$ cat src/ccu_params.svh
// constants of the capture/compare unit: offsets, codes, reset values
`ifndef CCU_PARAMS_SVH
`define CCU_PARAMS_SVH
// register byte offsets
`define CCU_OFS_CTRL1 8'h00
`define CCU_OFS_DLO1 8'h04
`define CCU_OFS_DHI1 8'h08
`define CCU_OFS_CTRL2 8'h0C
`define CCU_OFS_DLO2 8'h10
`define CCU_OFS_DHI2 8'h14
`define CCU_OFS_ASSIGN 8'h18
`define CCU_OFS_FLAGS 8'h1C
`define CCU_OFS_IEN 8'h20
`define CCU_OFS_STEP 8'h0C
// mode codes
`define CCU_MODE_OFF 4'h0
`define CCU_MODE_TOGGLE 4'h2
`define CCU_MODE_CAP_FALL 4'h4
`define CCU_MODE_CAP_RISE 4'h5
`define CCU_MODE_CAP_4 4'h6
`define CCU_MODE_CAP_16 4'h7
`define CCU_MODE_SET_HI 4'h8
`define CCU_MODE_SET_LO 4'h9
`define CCU_MODE_SWINT 4'hA
`define CCU_MODE_SPECIAL 4'hB
`define CCU_CAP_PREFIX 2'h1
`define CCU_PWM_PREFIX 2'h3
// prescaler end counts
`define CCU_PS4_LAST 2'h3
`define CCU_PS16_LAST 4'hF
// reset values
`define CCU_CTRL_RST 6'h00
`define CCU_DATA_RST 16'h0000
`define CCU_ASSIGN_RST 2'h0
`define CCU_ASSIGN_SPLIT 2'h1
`define CCU_PS_RST 4'h0
`endif

$ cat src/ccu_pkg.sv
// types shared by the capture/compare unit
package ccu_pkg;
  // control word of one unit
  typedef struct packed {
    logic [1:0] duty;
    logic [3:0] mode;
  } ccu_ctrl_t;
  // what a pad offers to the unit
  typedef struct packed {
    logic level;
    logic dirIn;
    logic ioLatch;
  } ccu_pin_in_t;
  // what the unit drives onto a pad
  typedef struct packed {
    logic drive;
    logic oe;
  } ccu_pin_out_t;
endpackage

$ cat src/ccu_capture_compare_unit.sv
// two capture/compare units with an ahb-lite register slave
`timescale 1ns/1ps
`default_nettype none
`include "ccu_params.svh"
module ccu_capture_compare_unit import ccu_pkg::*; (
  // clock and reset
  input wire logic mclk,
  input wire logic srst,
  // ahb-lite slave
  input wire logic hsel,
  input wire logic [31:0] haddr,
  input wire logic [1:0] htrans,
  input wire logic hwrite,
  input wire logic [2:0] hsize,
  input wire logic [31:0] hwdata,
  input wire logic hready,
  output logic hreadyout,
  output logic hresp,
  output logic [31:0] hrdata,
  // timers
  input wire logic [15:0] firstTimerCount,
  input wire logic [15:0] thirdTimerCount,
  input wire logic firstTimerWrite,
  input wire logic thirdTimerWrite,
  output logic resetFirstTimer,
  output logic resetThirdTimer,
  output logic adStart,
  // pads
  input wire ccu_pin_in_t unitOnePin,
  input wire ccu_pin_in_t portCPinOne,
  input wire ccu_pin_in_t portBPinThree,
  input wire logic unitTwoPinRoute,
  output ccu_pin_out_t unitOnePinOut,
  output ccu_pin_out_t portCPinOneOut,
  output ccu_pin_out_t portBPinThreeOut,
  // status toward interrupt and pwm logic
  output logic [1:0] unitInterruptFlag,
  output logic [1:0] unitInterruptEnable,
  output logic [1:0] pwmActive,
  output logic [1:0][9:0] pwmDuty
);

  // mode classification
  function automatic logic isCapture(input logic [3:0] m);
    return m[3:2] == `CCU_CAP_PREFIX;
  endfunction
  function automatic logic isPwm(input logic [3:0] m);
    return m[3:2] == `CCU_PWM_PREFIX;
  endfunction
  function automatic logic isCompare(input logic [3:0] m);
    return m == `CCU_MODE_TOGGLE || m == `CCU_MODE_SET_HI ||
      m == `CCU_MODE_SET_LO || m == `CCU_MODE_SWINT ||
      m == `CCU_MODE_SPECIAL;
  endfunction

  ccu_ctrl_t [1:0] ctrl_ff;
  logic [1:0][15:0] data_ff;
  logic [1:0] assign_ff;
  logic [1:0] flag_ff;
  logic [1:0] ien_ff;
  logic wrPend_ff;
  logic [7:0] wrAddr_ff;
  logic [31:0] hrdata_ff;
  logic [1:0] syncA_ff;
  logic [1:0] syncB_ff;
  logic [1:0] prev_ff;
  logic [1:0][3:0] ps_ff;
  logic [1:0] matchPrev_ff;
  logic [1:0] cmpLatch_ff;
  logic resetFirst_ff;
  logic resetThird_ff;
  logic adStart_ff;
  logic [1:0] pwmActive_ff;
  logic [1:0][9:0] pwmDuty_ff;
  logic [1:0] pinLevel;
  logic [1:0] pinDir;
  logic [1:0] pinLatch;
  logic [1:0] useThird;
  logic [1:0][15:0] timebase;
  logic [1:0] riseEdge;
  logic [1:0] fallEdge;
  logic [1:0] capEvent;
  logic [1:0] matchEdge;
  logic [1:0] seReq;
  logic [1:0] ctrlWr;
  logic [1:0] dloWr;
  logic [1:0] dhiWr;
  logic flagWr;
  logic addrPhase;
  logic [31:0] readMux;
  logic [1:0] unitDrives;
  logic [1:0] padOut;

  // zero-wait slave, always OKAY
  assign hreadyout = 1'b1;
  assign hresp = 1'b0;
  assign hrdata = hrdata_ff;
  assign addrPhase = hsel & htrans[1] & hready;

  // write data arrives one cycle after its address phase
  always_ff @(posedge mclk) begin
    if (srst) begin
      wrPend_ff <= 1'b0;
      wrAddr_ff <= 8'h00;
    end else begin
      wrPend_ff <= addrPhase & hwrite;
      if (addrPhase & hwrite) begin
        wrAddr_ff <= haddr[7:0];
      end
    end
  end

  // per-unit write strobes, unit two sits one step above unit one
  always_comb begin
    for (int u = 0; u < 2; u++) begin
      ctrlWr[u] = wrPend_ff &&
        wrAddr_ff == `CCU_OFS_CTRL1 + 8'(u) * `CCU_OFS_STEP;
      dloWr[u] = wrPend_ff &&
        wrAddr_ff == `CCU_OFS_DLO1 + 8'(u) * `CCU_OFS_STEP;
      dhiWr[u] = wrPend_ff &&
        wrAddr_ff == `CCU_OFS_DHI1 + 8'(u) * `CCU_OFS_STEP;
    end
  end
  assign flagWr = wrPend_ff && wrAddr_ff == `CCU_OFS_FLAGS;

  // read mux; unmapped offsets read zero
  always_comb begin
    readMux = 32'h00000000;
    unique case (haddr[7:0])
      `CCU_OFS_CTRL1: readMux = {26'h0000000, ctrl_ff[0]};
      `CCU_OFS_DLO1: readMux = {24'h000000, data_ff[0][7:0]};
      `CCU_OFS_DHI1: readMux = {24'h000000, data_ff[0][15:8]};
      `CCU_OFS_CTRL2: readMux = {26'h0000000, ctrl_ff[1]};
      `CCU_OFS_DLO2: readMux = {24'h000000, data_ff[1][7:0]};
      `CCU_OFS_DHI2: readMux = {24'h000000, data_ff[1][15:8]};
      `CCU_OFS_ASSIGN: readMux = {30'h00000000, assign_ff};
      `CCU_OFS_FLAGS: readMux = {30'h00000000, flag_ff};
      `CCU_OFS_IEN: readMux = {30'h00000000, ien_ff};
      default: readMux = 32'h00000000;
    endcase
  end

  // read data is caught at the address phase and stands in the data phase
  always_ff @(posedge mclk) begin
    if (srst) begin
      hrdata_ff <= 32'h00000000;
    end else if (addrPhase & ~hwrite) begin
      hrdata_ff <= readMux;
    end
  end

  // software configuration registers
  always_ff @(posedge mclk) begin
    if (srst) begin
      ctrl_ff <= {2{`CCU_CTRL_RST}};
      assign_ff <= `CCU_ASSIGN_RST;
      ien_ff <= 2'h0;
    end else begin
      for (int u = 0; u < 2; u++) begin
        if (ctrlWr[u]) begin
          ctrl_ff[u] <= hwdata[5:0];
        end
      end
      if (wrPend_ff && wrAddr_ff == `CCU_OFS_ASSIGN) begin
        assign_ff <= hwdata[1:0];
      end
      if (wrPend_ff && wrAddr_ff == `CCU_OFS_IEN) begin
        ien_ff <= hwdata[1:0];
      end
    end
  end

  // timer choice for capture and compare
  always_comb begin
    for (int u = 0; u < 2; u++) begin
      useThird[u] = assign_ff[1] ||
        (u == 1 && assign_ff == `CCU_ASSIGN_SPLIT);
      timebase[u] = useThird[u] ? thirdTimerCount : firstTimerCount;
    end
  end

  // pad selection; unit two follows the route bit
  always_comb begin
    pinLevel[0] = unitOnePin.level;
    pinDir[0] = unitOnePin.dirIn;
    pinLatch[0] = unitOnePin.ioLatch;
    pinLevel[1] = unitTwoPinRoute ? portCPinOne.level
      : portBPinThree.level;
    pinDir[1] = unitTwoPinRoute ? portCPinOne.dirIn : portBPinThree.dirIn;
    pinLatch[1] = unitTwoPinRoute ? portCPinOne.ioLatch
      : portBPinThree.ioLatch;
  end

  // pad level is synchronised whatever the direction, so port writes count
  always_ff @(posedge mclk) begin
    if (srst) begin
      syncA_ff <= 2'h0;
      syncB_ff <= 2'h0;
      prev_ff <= 2'h0;
    end else begin
      syncA_ff <= pinLevel;
      syncB_ff <= syncA_ff;
      prev_ff <= syncB_ff;
    end
  end
  assign riseEdge = syncB_ff & ~prev_ff;
  assign fallEdge = ~syncB_ff & prev_ff;

  // capture event per mode
  always_comb begin
    for (int u = 0; u < 2; u++) begin
      unique case (ctrl_ff[u].mode)
        `CCU_MODE_CAP_FALL: capEvent[u] = fallEdge[u];
        `CCU_MODE_CAP_RISE: capEvent[u] = riseEdge[u];
        `CCU_MODE_CAP_4: capEvent[u] = riseEdge[u] &&
          ps_ff[u][1:0] == `CCU_PS4_LAST;
        `CCU_MODE_CAP_16: capEvent[u] = riseEdge[u] &&
          ps_ff[u] == `CCU_PS16_LAST;
        default: capEvent[u] = 1'b0;
      endcase
    end
  end

  // prescaler survives a switch between capture codes, cleared otherwise
  always_ff @(posedge mclk) begin
    for (int u = 0; u < 2; u++) begin
      if (srst || !isCapture(ctrl_ff[u].mode)) begin
        ps_ff[u] <= `CCU_PS_RST;
      end else if (riseEdge[u]) begin
        ps_ff[u] <= ps_ff[u] + 4'h1;
      end
    end
  end

  // data register: capture overwrites, else byte writes from software
  always_ff @(posedge mclk) begin
    for (int u = 0; u < 2; u++) begin
      if (srst) begin
        data_ff[u] <= `CCU_DATA_RST;
      end else if (capEvent[u]) begin
        data_ff[u] <= timebase[u];
      end else begin
        if (dloWr[u]) begin
          data_ff[u][7:0] <= hwdata[7:0];
        end
        if (dhiWr[u]) begin
          data_ff[u][15:8] <= hwdata[7:0];
        end
      end
    end
  end

  // one flag event per match, so a stalled timer does not retrigger
  always_comb begin
    for (int u = 0; u < 2; u++) begin
      matchEdge[u] = isCompare(ctrl_ff[u].mode) &&
        data_ff[u] == timebase[u] && !matchPrev_ff[u];
      seReq[u] = matchEdge[u] &&
        ctrl_ff[u].mode == `CCU_MODE_SPECIAL;
    end
  end

  always_ff @(posedge mclk) begin
    for (int u = 0; u < 2; u++) begin
      if (srst || ctrl_ff[u].mode == `CCU_MODE_OFF) begin
        matchPrev_ff[u] <= 1'b0;
      end else begin
        matchPrev_ff[u] <= data_ff[u] == timebase[u];
      end
    end
  end

  // flags: hardware set wins over a write-one-to-clear
  always_ff @(posedge mclk) begin
    for (int u = 0; u < 2; u++) begin
      if (srst) begin
        flag_ff[u] <= 1'b0;
      end else if (capEvent[u] || matchEdge[u]) begin
        flag_ff[u] <= 1'b1;
      end else if (flagWr && hwdata[u]) begin
        flag_ff[u] <= 1'b0;
      end
    end
  end

  // compare output latch; mode writes set its starting level
  always_ff @(posedge mclk) begin
    for (int u = 0; u < 2; u++) begin
      if (srst) begin
        cmpLatch_ff[u] <= 1'b0;
      end else if (ctrlWr[u]) begin
        unique case (hwdata[3:0])
          `CCU_MODE_OFF: cmpLatch_ff[u] <= 1'b0;
          `CCU_MODE_SET_HI: cmpLatch_ff[u] <= 1'b0;
          `CCU_MODE_SET_LO: cmpLatch_ff[u] <= 1'b1;
          default: cmpLatch_ff[u] <= cmpLatch_ff[u];
        endcase
      end else if (matchEdge[u]) begin
        unique case (ctrl_ff[u].mode)
          `CCU_MODE_TOGGLE: cmpLatch_ff[u] <= ~cmpLatch_ff[u];
          `CCU_MODE_SET_HI: cmpLatch_ff[u] <= 1'b1;
          `CCU_MODE_SET_LO: cmpLatch_ff[u] <= 1'b0;
          default: cmpLatch_ff[u] <= cmpLatch_ff[u];
        endcase
      end
    end
  end

  // special event pulses toward the assigned timer, and from unit two only toward the converter
  always_ff @(posedge mclk) begin
    if (srst) begin
      resetFirst_ff <= 1'b0;
      resetThird_ff <= 1'b0;
      adStart_ff <= 1'b0;
    end else begin
      resetFirst_ff <= |(seReq & ~useThird);
      resetThird_ff <= |(seReq & useThird);
      adStart_ff <= seReq[1];
    end
  end
  // a timer write in the same cycle masks the reset
  assign resetFirstTimer = resetFirst_ff & ~firstTimerWrite;
  assign resetThirdTimer = resetThird_ff & ~thirdTimerWrite;
  assign adStart = adStart_ff;

  // pwm status: both units report active and a 10-bit duty, data low byte over the duty bits
  always_ff @(posedge mclk) begin
    for (int u = 0; u < 2; u++) begin
      if (srst) begin
        pwmActive_ff[u] <= 1'b0;
        pwmDuty_ff[u] <= 10'h000;
      end else begin
        pwmActive_ff[u] <= isPwm(ctrl_ff[u].mode);
        pwmDuty_ff[u] <= isPwm(ctrl_ff[u].mode) ?
          {data_ff[u][7:0], ctrl_ff[u].duty} : 10'h000;
      end
    end
  end
  assign pwmActive = pwmActive_ff;
  assign pwmDuty = pwmDuty_ff;
  assign unitInterruptFlag = flag_ff;
  assign unitInterruptEnable = ien_ff;

  // pad drive; direction bit still decides the enable
  always_comb begin
    for (int u = 0; u < 2; u++) begin
      unitDrives[u] = isCompare(ctrl_ff[u].mode) &&
        ctrl_ff[u].mode != `CCU_MODE_SWINT;
      padOut[u] = unitDrives[u] ? cmpLatch_ff[u] : pinLatch[u];
    end
  end
  assign unitOnePinOut = '{drive: padOut[0], oe: ~pinDir[0]};
  assign portCPinOneOut = unitTwoPinRoute ?
    '{drive: padOut[1], oe: ~pinDir[1]} : '{drive: 1'b0, oe: 1'b0};
  assign portBPinThreeOut = unitTwoPinRoute ?
    '{drive: 1'b0, oe: 1'b0} : '{drive: padOut[1], oe: ~pinDir[1]};
endmodule
`default_nettype wire

$ cat config.mk
export PLATFORM = sky130hd
export DESIGN_NAME = ccu_capture_compare_unit
export DESIGN_NICKNAME = d
export VERILOG_FILES = /design/src/ccu_pkg.sv /design/src/ccu_capture_compare_unit.sv
export VERILOG_INCLUDE_DIRS = /design/src
export SDC_FILE = /design/constraint.sdc
export NUM_CORES = 1
export LEC_CHECK = 0
export BUFFER_PORTS_ARGS = -buffer_cell sky130_fd_sc_hd__clkbuf_2
export CAP_MARGIN = 5
export CORE_MARGIN = 8
export CORE_UTILIZATION = 46
export DETAILED_ROUTE_END_ITERATION = 6
export PLACE_DENSITY = 0.74
export REMOVE_ABC_BUFFERS = 1
export SYNTH_ARGS = -nofsm -noshare
export SYNTH_HDL_FRONTEND = slang
export SYNTH_SLANG_ARGS = --single-unit
$ cat constraint.sdc
create_clock -name mclk -period 2.7 [get_ports mclk]
set_input_delay 0.405 -clock mclk [delete_from_list [all_inputs] [get_ports mclk]]
set_output_delay 0.405 -clock mclk [all_outputs]
set_load 0.03 [all_outputs]
-- After elaboration in Yosys (flattened, before gate mapping)
Index checks and enable logic that the tools add are counted.
- logic and storage cells: 198
- register bits after elaboration: 134
- muxes and demuxes: 29
- equality and inequality tests: 51
- bitwise operators: 22
- reductions and logical operators: 64
- add/sub/neg operators: 2
- operators by type and width (cell ; number):
    $pmux W8 S9 ; 1
    $eq A8 B5 Y1 const B ; 8
    $mux W16 ; 4
    $eq A4 B4 Y1 const B ; 12
    $eq A16 B16 Y1 ; 2
    $eq A4 B3 Y1 const B ; 8
    $eq A8 B4 Y1 const B ; 4
    $mux W8 ; 4
    $logic_and A1 B1 Y1 ; 23
    $eq A8 B3 Y1 const B ; 2
    $eq A8 B6 Y1 const B ; 2
    $logic_not A8 Y1 ; 2
    $reduce_bool A2 Y1 ; 8
    $logic_or A1 B1 Y1 ; 15
    $mux W1 ; 13
    $logic_not A4 Y1 ; 3
    $reduce_or A2 Y1 ; 5
    $not A1 Y1 ; 9
    $add A4 B1 Y4 const B ; 2
    $and A2 B2 Y2 ; 4
    $eq A2 B2 Y1 const B ; 4
    $eq A4 B2 Y1 const B ; 2
    $ne A4 B4 Y1 const B ; 2
    $pmux W1 S4 ; 2
    10 further kinds ; 27

-- Longest topological paths before layout
- depth in word-level cells: 10
- mapped depth: 8
- depth with buffers taken out: 6

-- Least setup slack after synthesis
No wires, ideal clock.
- path type: reg2out
- start: register ctrl_ff[7] (netlist name)
- end: output portCPinOneOut[1] (netlist name)
- data arrival time: 1.769 ns
- cell stages (with the launch flop): 6
- required time: 2.295 ns
- path slack: 0.526 ns
- cells stage by stage: dfxtp_1 clkbuf_1 nor2b_1 xnor2_1 o21ai_0 a21boi_0
- RTL lines (item ; RTL line ; RTL):
    from (decl) ; ccu_capture_compare_unit.sv:56 ; ccu_ctrl_t [1:0] ctrl_ff;
    from (signal assigned) ; ccu_capture_compare_unit.sv:155 ; ctrl_ff <= {2{`CCU_CTRL_RST}};
    from (signal, indexed assignment) ; ccu_capture_compare_unit.sv:161 ; ctrl_ff[u] <= hwdata[5:0];
    to (decl) ; ccu_capture_compare_unit.sv:34 ; output ccu_pin_out_t portCPinOneOut,

-- Final worst setup path
- start: register assign_ff[1]
- end: register cmpLatch_ff[1]
- cells in the longest elaborated chain, start to end: 8
- RTL lines (item ; RTL line ; RTL):
    from (decl) ; ccu_capture_compare_unit.sv:58 ; logic [1:0] assign_ff;
    from (signal assigned) ; ccu_capture_compare_unit.sv:156 ; assign_ff <= `CCU_ASSIGN_RST;
    from (signal assigned) ; ccu_capture_compare_unit.sv:165 ; assign_ff <= hwdata[1:0];
    $eq A2 B1 Y1 (no line) ; - ;
    $logic_or A1 B1 Y1 (*) ; ccu_capture_compare_unit.sv:176 ; useThird[u] = assign_ff[1] ||
    $mux W16 (*) ; ccu_capture_compare_unit.sv:178 ; timebase[u] = useThird[u] ? thirdTimerCount : firstTimerCount;
    $eq A16 B16 Y1 (*) ; ccu_capture_compare_unit.sv:257 ; data_ff[u] == timebase[u] && !matchPrev_ff[u];
    $logic_and A1 B1 Y1 (*) ; ccu_capture_compare_unit.sv:256 ; matchEdge[u] = isCompare(ctrl_ff[u].mode) &&
    $logic_and A1 B1 Y1 (*) ; ccu_capture_compare_unit.sv:257 ;
    $reduce_bool A2 Y1 (no line) (*) ; - ;
    $reduce_and A3 Y1 (no line) (*) ; - ;
    to (signal, indexed assignment) ; ccu_capture_compare_unit.sv:296 ; default: cmpLatch_ff[u] <= cmpLatch_ff[u];
    to (signal, indexed assignment) ; ccu_capture_compare_unit.sv:300 ; `CCU_MODE_TOGGLE: cmpLatch_ff[u] <= ~cmpLatch_ff[u];
    to (signal, indexed assignment) ; ccu_capture_compare_unit.sv:303 ; default: cmpLatch_ff[u] <= cmpLatch_ff[u];
    to (decl) ; ccu_capture_compare_unit.sv:69 ; logic [1:0] cmpLatch_ff;
Mark *: on every way between the ends. The rest lies on a longest branch, timed or not.
A chain may end at the register's enable or synchronous reset.

==> flow_summary.ini <==
[outcome]
outcome = finished, final reports clean

[hold_path]
min_from = unitOnePin[2]
holdCritPathClass = in -> reg
whs_path_depth = 2
whs_endpoint = syncA_ff[0]

[sta]
rsz0062_at_grt = no
period_minus_slack_ps = 2440
finalClockSkew_ps = 9.13
timing.fmax_mhz = 410
worst_pin_slew_ps = 587
slew_violations = 0
setup_violations = 0
timing.slew.headroom_pct = 60.8
hold_viol = 0
fin_crit_sh_pct = 90.3
tns_ps = 0

[clock_network]
cts_buffers = 9
htree_levels = 3
cts_buffer_depth = 2
cts_resized = 0
clock-sinks = 110
clock_latency_ps = 360
root_buffer = clkbuf_16
hold_buffers = 0
path_clk_slew_ps = 70
post-cts-setup-buffers = 0
cts_tree = yes

[floorplanning]
ios = 187
core_um2 = 13100
fp-row-count = 42
initial_utilization_pct = 46.7
die_w_um = 131
dieArea_um2 = 17200
die_height_um = 131

[layout]
drive_gt1_share_pct = 22.5
antenna_cells = 0
final_cell_mix = 109 x dfxtp_1, 108 x clkbuf_2, 79 x nor2_1
mostFrequentLayoutCell = dfxtp_1
final_util_pct = 53.9
area_delta_synth_final_pct = 15.5
final_area_um2 = 7050
finish.net_count = 934

[setup_path]
cp.arrival_ps = 2690
crit_required_ps = 2950
reg2regPathDepth = 8
timing.rr.start = assign_ff[1]
worstSetupStartpoint = assign_ff[1]
path_max_fanout = 14
crit_type = reg -> reg
end_kind = flop
reg2reg_to = cmpLatch_ff[1]
regToRegSetupSlack_ps = 260
critPathLaunchType = flop

[yosys]
ys_ff_latch = 110
yosysSeqAreaShare_pct = 36.1
synth_edf_count = 0
netlist_area_um2 = 6110
yosys_warnings = 0
synthCells = 716
syn_area_per_cell_um2 = 8.53
ys.flop_type = dfxtp_1
async_flop_share_pct = 0
synthDistinctLibCells = 60

[placed_design]
dp_hpwl_mm = 13.2
placed_area_um2 = 6770
gp_congestion = 0.946
io_buffers = 108

[drt]
drcViolationCount = 0
via_per_inst = 5.39
first_iter_violations = 515
ant_nets = 0
totalWireLength_mm = 17.3
first_pass_iters = 5
num_vias = 5358
wire_per_inst_um = 17.4

[global_routing]
grt_use_total_pct = 19.9
use_met3_pct = 6.59
grt_pass1_wl_mm = 27.6
antenna_found_initial = 0
use_met2_pct = 30.0
first_global_vias = 5162
busiest_layer = met2
grt_start_max_net_pins = 54
grt_util_met1_pct = 25.9
grt.overflow.total = 0

[power]
ir_drop_v = 0.000244
p_leak_uw = 0.00275
power_density_nw_per_um2 = 454

[flow_run]
max_cap_viol_count = 0
-- per-stage QoR --
stage / std cells / power [uW] / worst slack, ps / hold WS (ps)
after floorplan: 672 / 1830 / 10.3 / 414
after global placement: 979 / 1980 / 166 / 423
after detailed placement: 979 / 1980 / 46.9 / 421
after CTS: 994 / 3230 / 36.1 / 244
after global routing: 994 / 3330 / 98.9 / 270
final: 994 / 3200 / 263 / 252
-- worst max path at each step --
stage,endpoint,cells past startpoint
floorplan,cmpLatch_ff[1],6
global placement,cmpLatch_ff[1],8
detailed placement,cmpLatch_ff[1],8
CTS,cmpLatch_ff[1],8
global route,unitInterruptFlag[0],7
finish,cmpLatch_ff[1],8
-- where the power goes --
group	internal (uW)	total, uW	switching (uW)	leakage, uW
Combinational	98.6	308	209	0.00173
Sequential	1630	1640	7.13	0.000888
Clock	670	1260	589	0.000131
Total	2400	3200	806	0.00275
-- cell type report --
cell class / count / area (um^2)
Fill cell: 1223 / 6030
Multi-Input combinational cell: 544 / 3560
Sequential cell: 110 / 2200
Timing Repair Buffer: 131 / 726
Clock buffer: 12 / 256
Tap cell: 176 / 220
Inverter: 18 / 67.6
Clock inverter: 3 / 20.0
-- layer usage --
layer,vias to the layer above,routed length (um)
li1,2646,-
met1,2469,7880
met2,214,7480
met3,29,1490
met4,0,431
met5,-,0
-- cell usage after synthesis, types with 6 or more instances --
| cell | number | share of area, % |
|---|---|---|
| xnor2_1 | 24 | 3.4 |
| xor2_1 | 8 | 1.1 |
| nor2b_1 | 30 | 3.1 |
| nand2b_1 | 6 | 0.61 |
| nor3_1 | 8 | 0.66 |
| nand4_1 | 9 | 0.92 |
| a21oi_1 | 37 | 3.0 |
| and2_1 | 23 | 2.4 |
| a211oi_1 | 18 | 2.2 |
| buf_4 | 27 | 3.3 |
| mux2i_1 | 68 | 11 |
| a22oi_1 | 8 | 0.98 |
| buf_2 | 7 | 0.57 |
| o21ai_0 | 10 | 0.82 |
| nand3_1 | 7 | 0.57 |
| inv_1 | 18 | 1.1 |
| nand2_1 | 74 | 4.5 |
| mux2_2 | 27 | 5.0 |
| dfxtp_1 | 110 | 36 |
| clkbuf_1 | 28 | 1.7 |
| nor2_1 | 79 | 4.9 |
| nor4_1 | 15 | 1.5 |
-- cells by family (layout without fill, tap and decap cells) --
logic type / after synthesis / in the layout / synth area share, %
AND/OR/NAND/NOR: 278 / 278 / 22.7
flip-flops: 110 / 110 / 36.1
AO/OA/AOI/OAI: 109 / 109 / 12.0
multiplexers: 97 / 97 / 16.9
buffers and inverters: 86 / 164 / 7.23
XOR/XNOR: 32 / 32 / 4.59
adder cells (fa/ha/maj): 2 / 2 / 0.410
other: 2 / 26 / 0.123
-- worst max-delay path, stage by stage, from the launching register on --
cell and delay, ps:
dfxtp_2 390, buf_12 170, or2_1 200, buf_4 190
a2111oi_0 430, nor2_1 180, nor3_2 300, a41oi_1 170
mux2_2 290
-- registers in the layout (all words and copies together) (netlist names), 8 cells and up --
register,flops
ctrl_ff,12
pwmDuty,20
data_ff,32
wrAddr_ff,8
ps_ff,8
hrdata,8
Note: power is estimated with default switching activity, not from simulation.
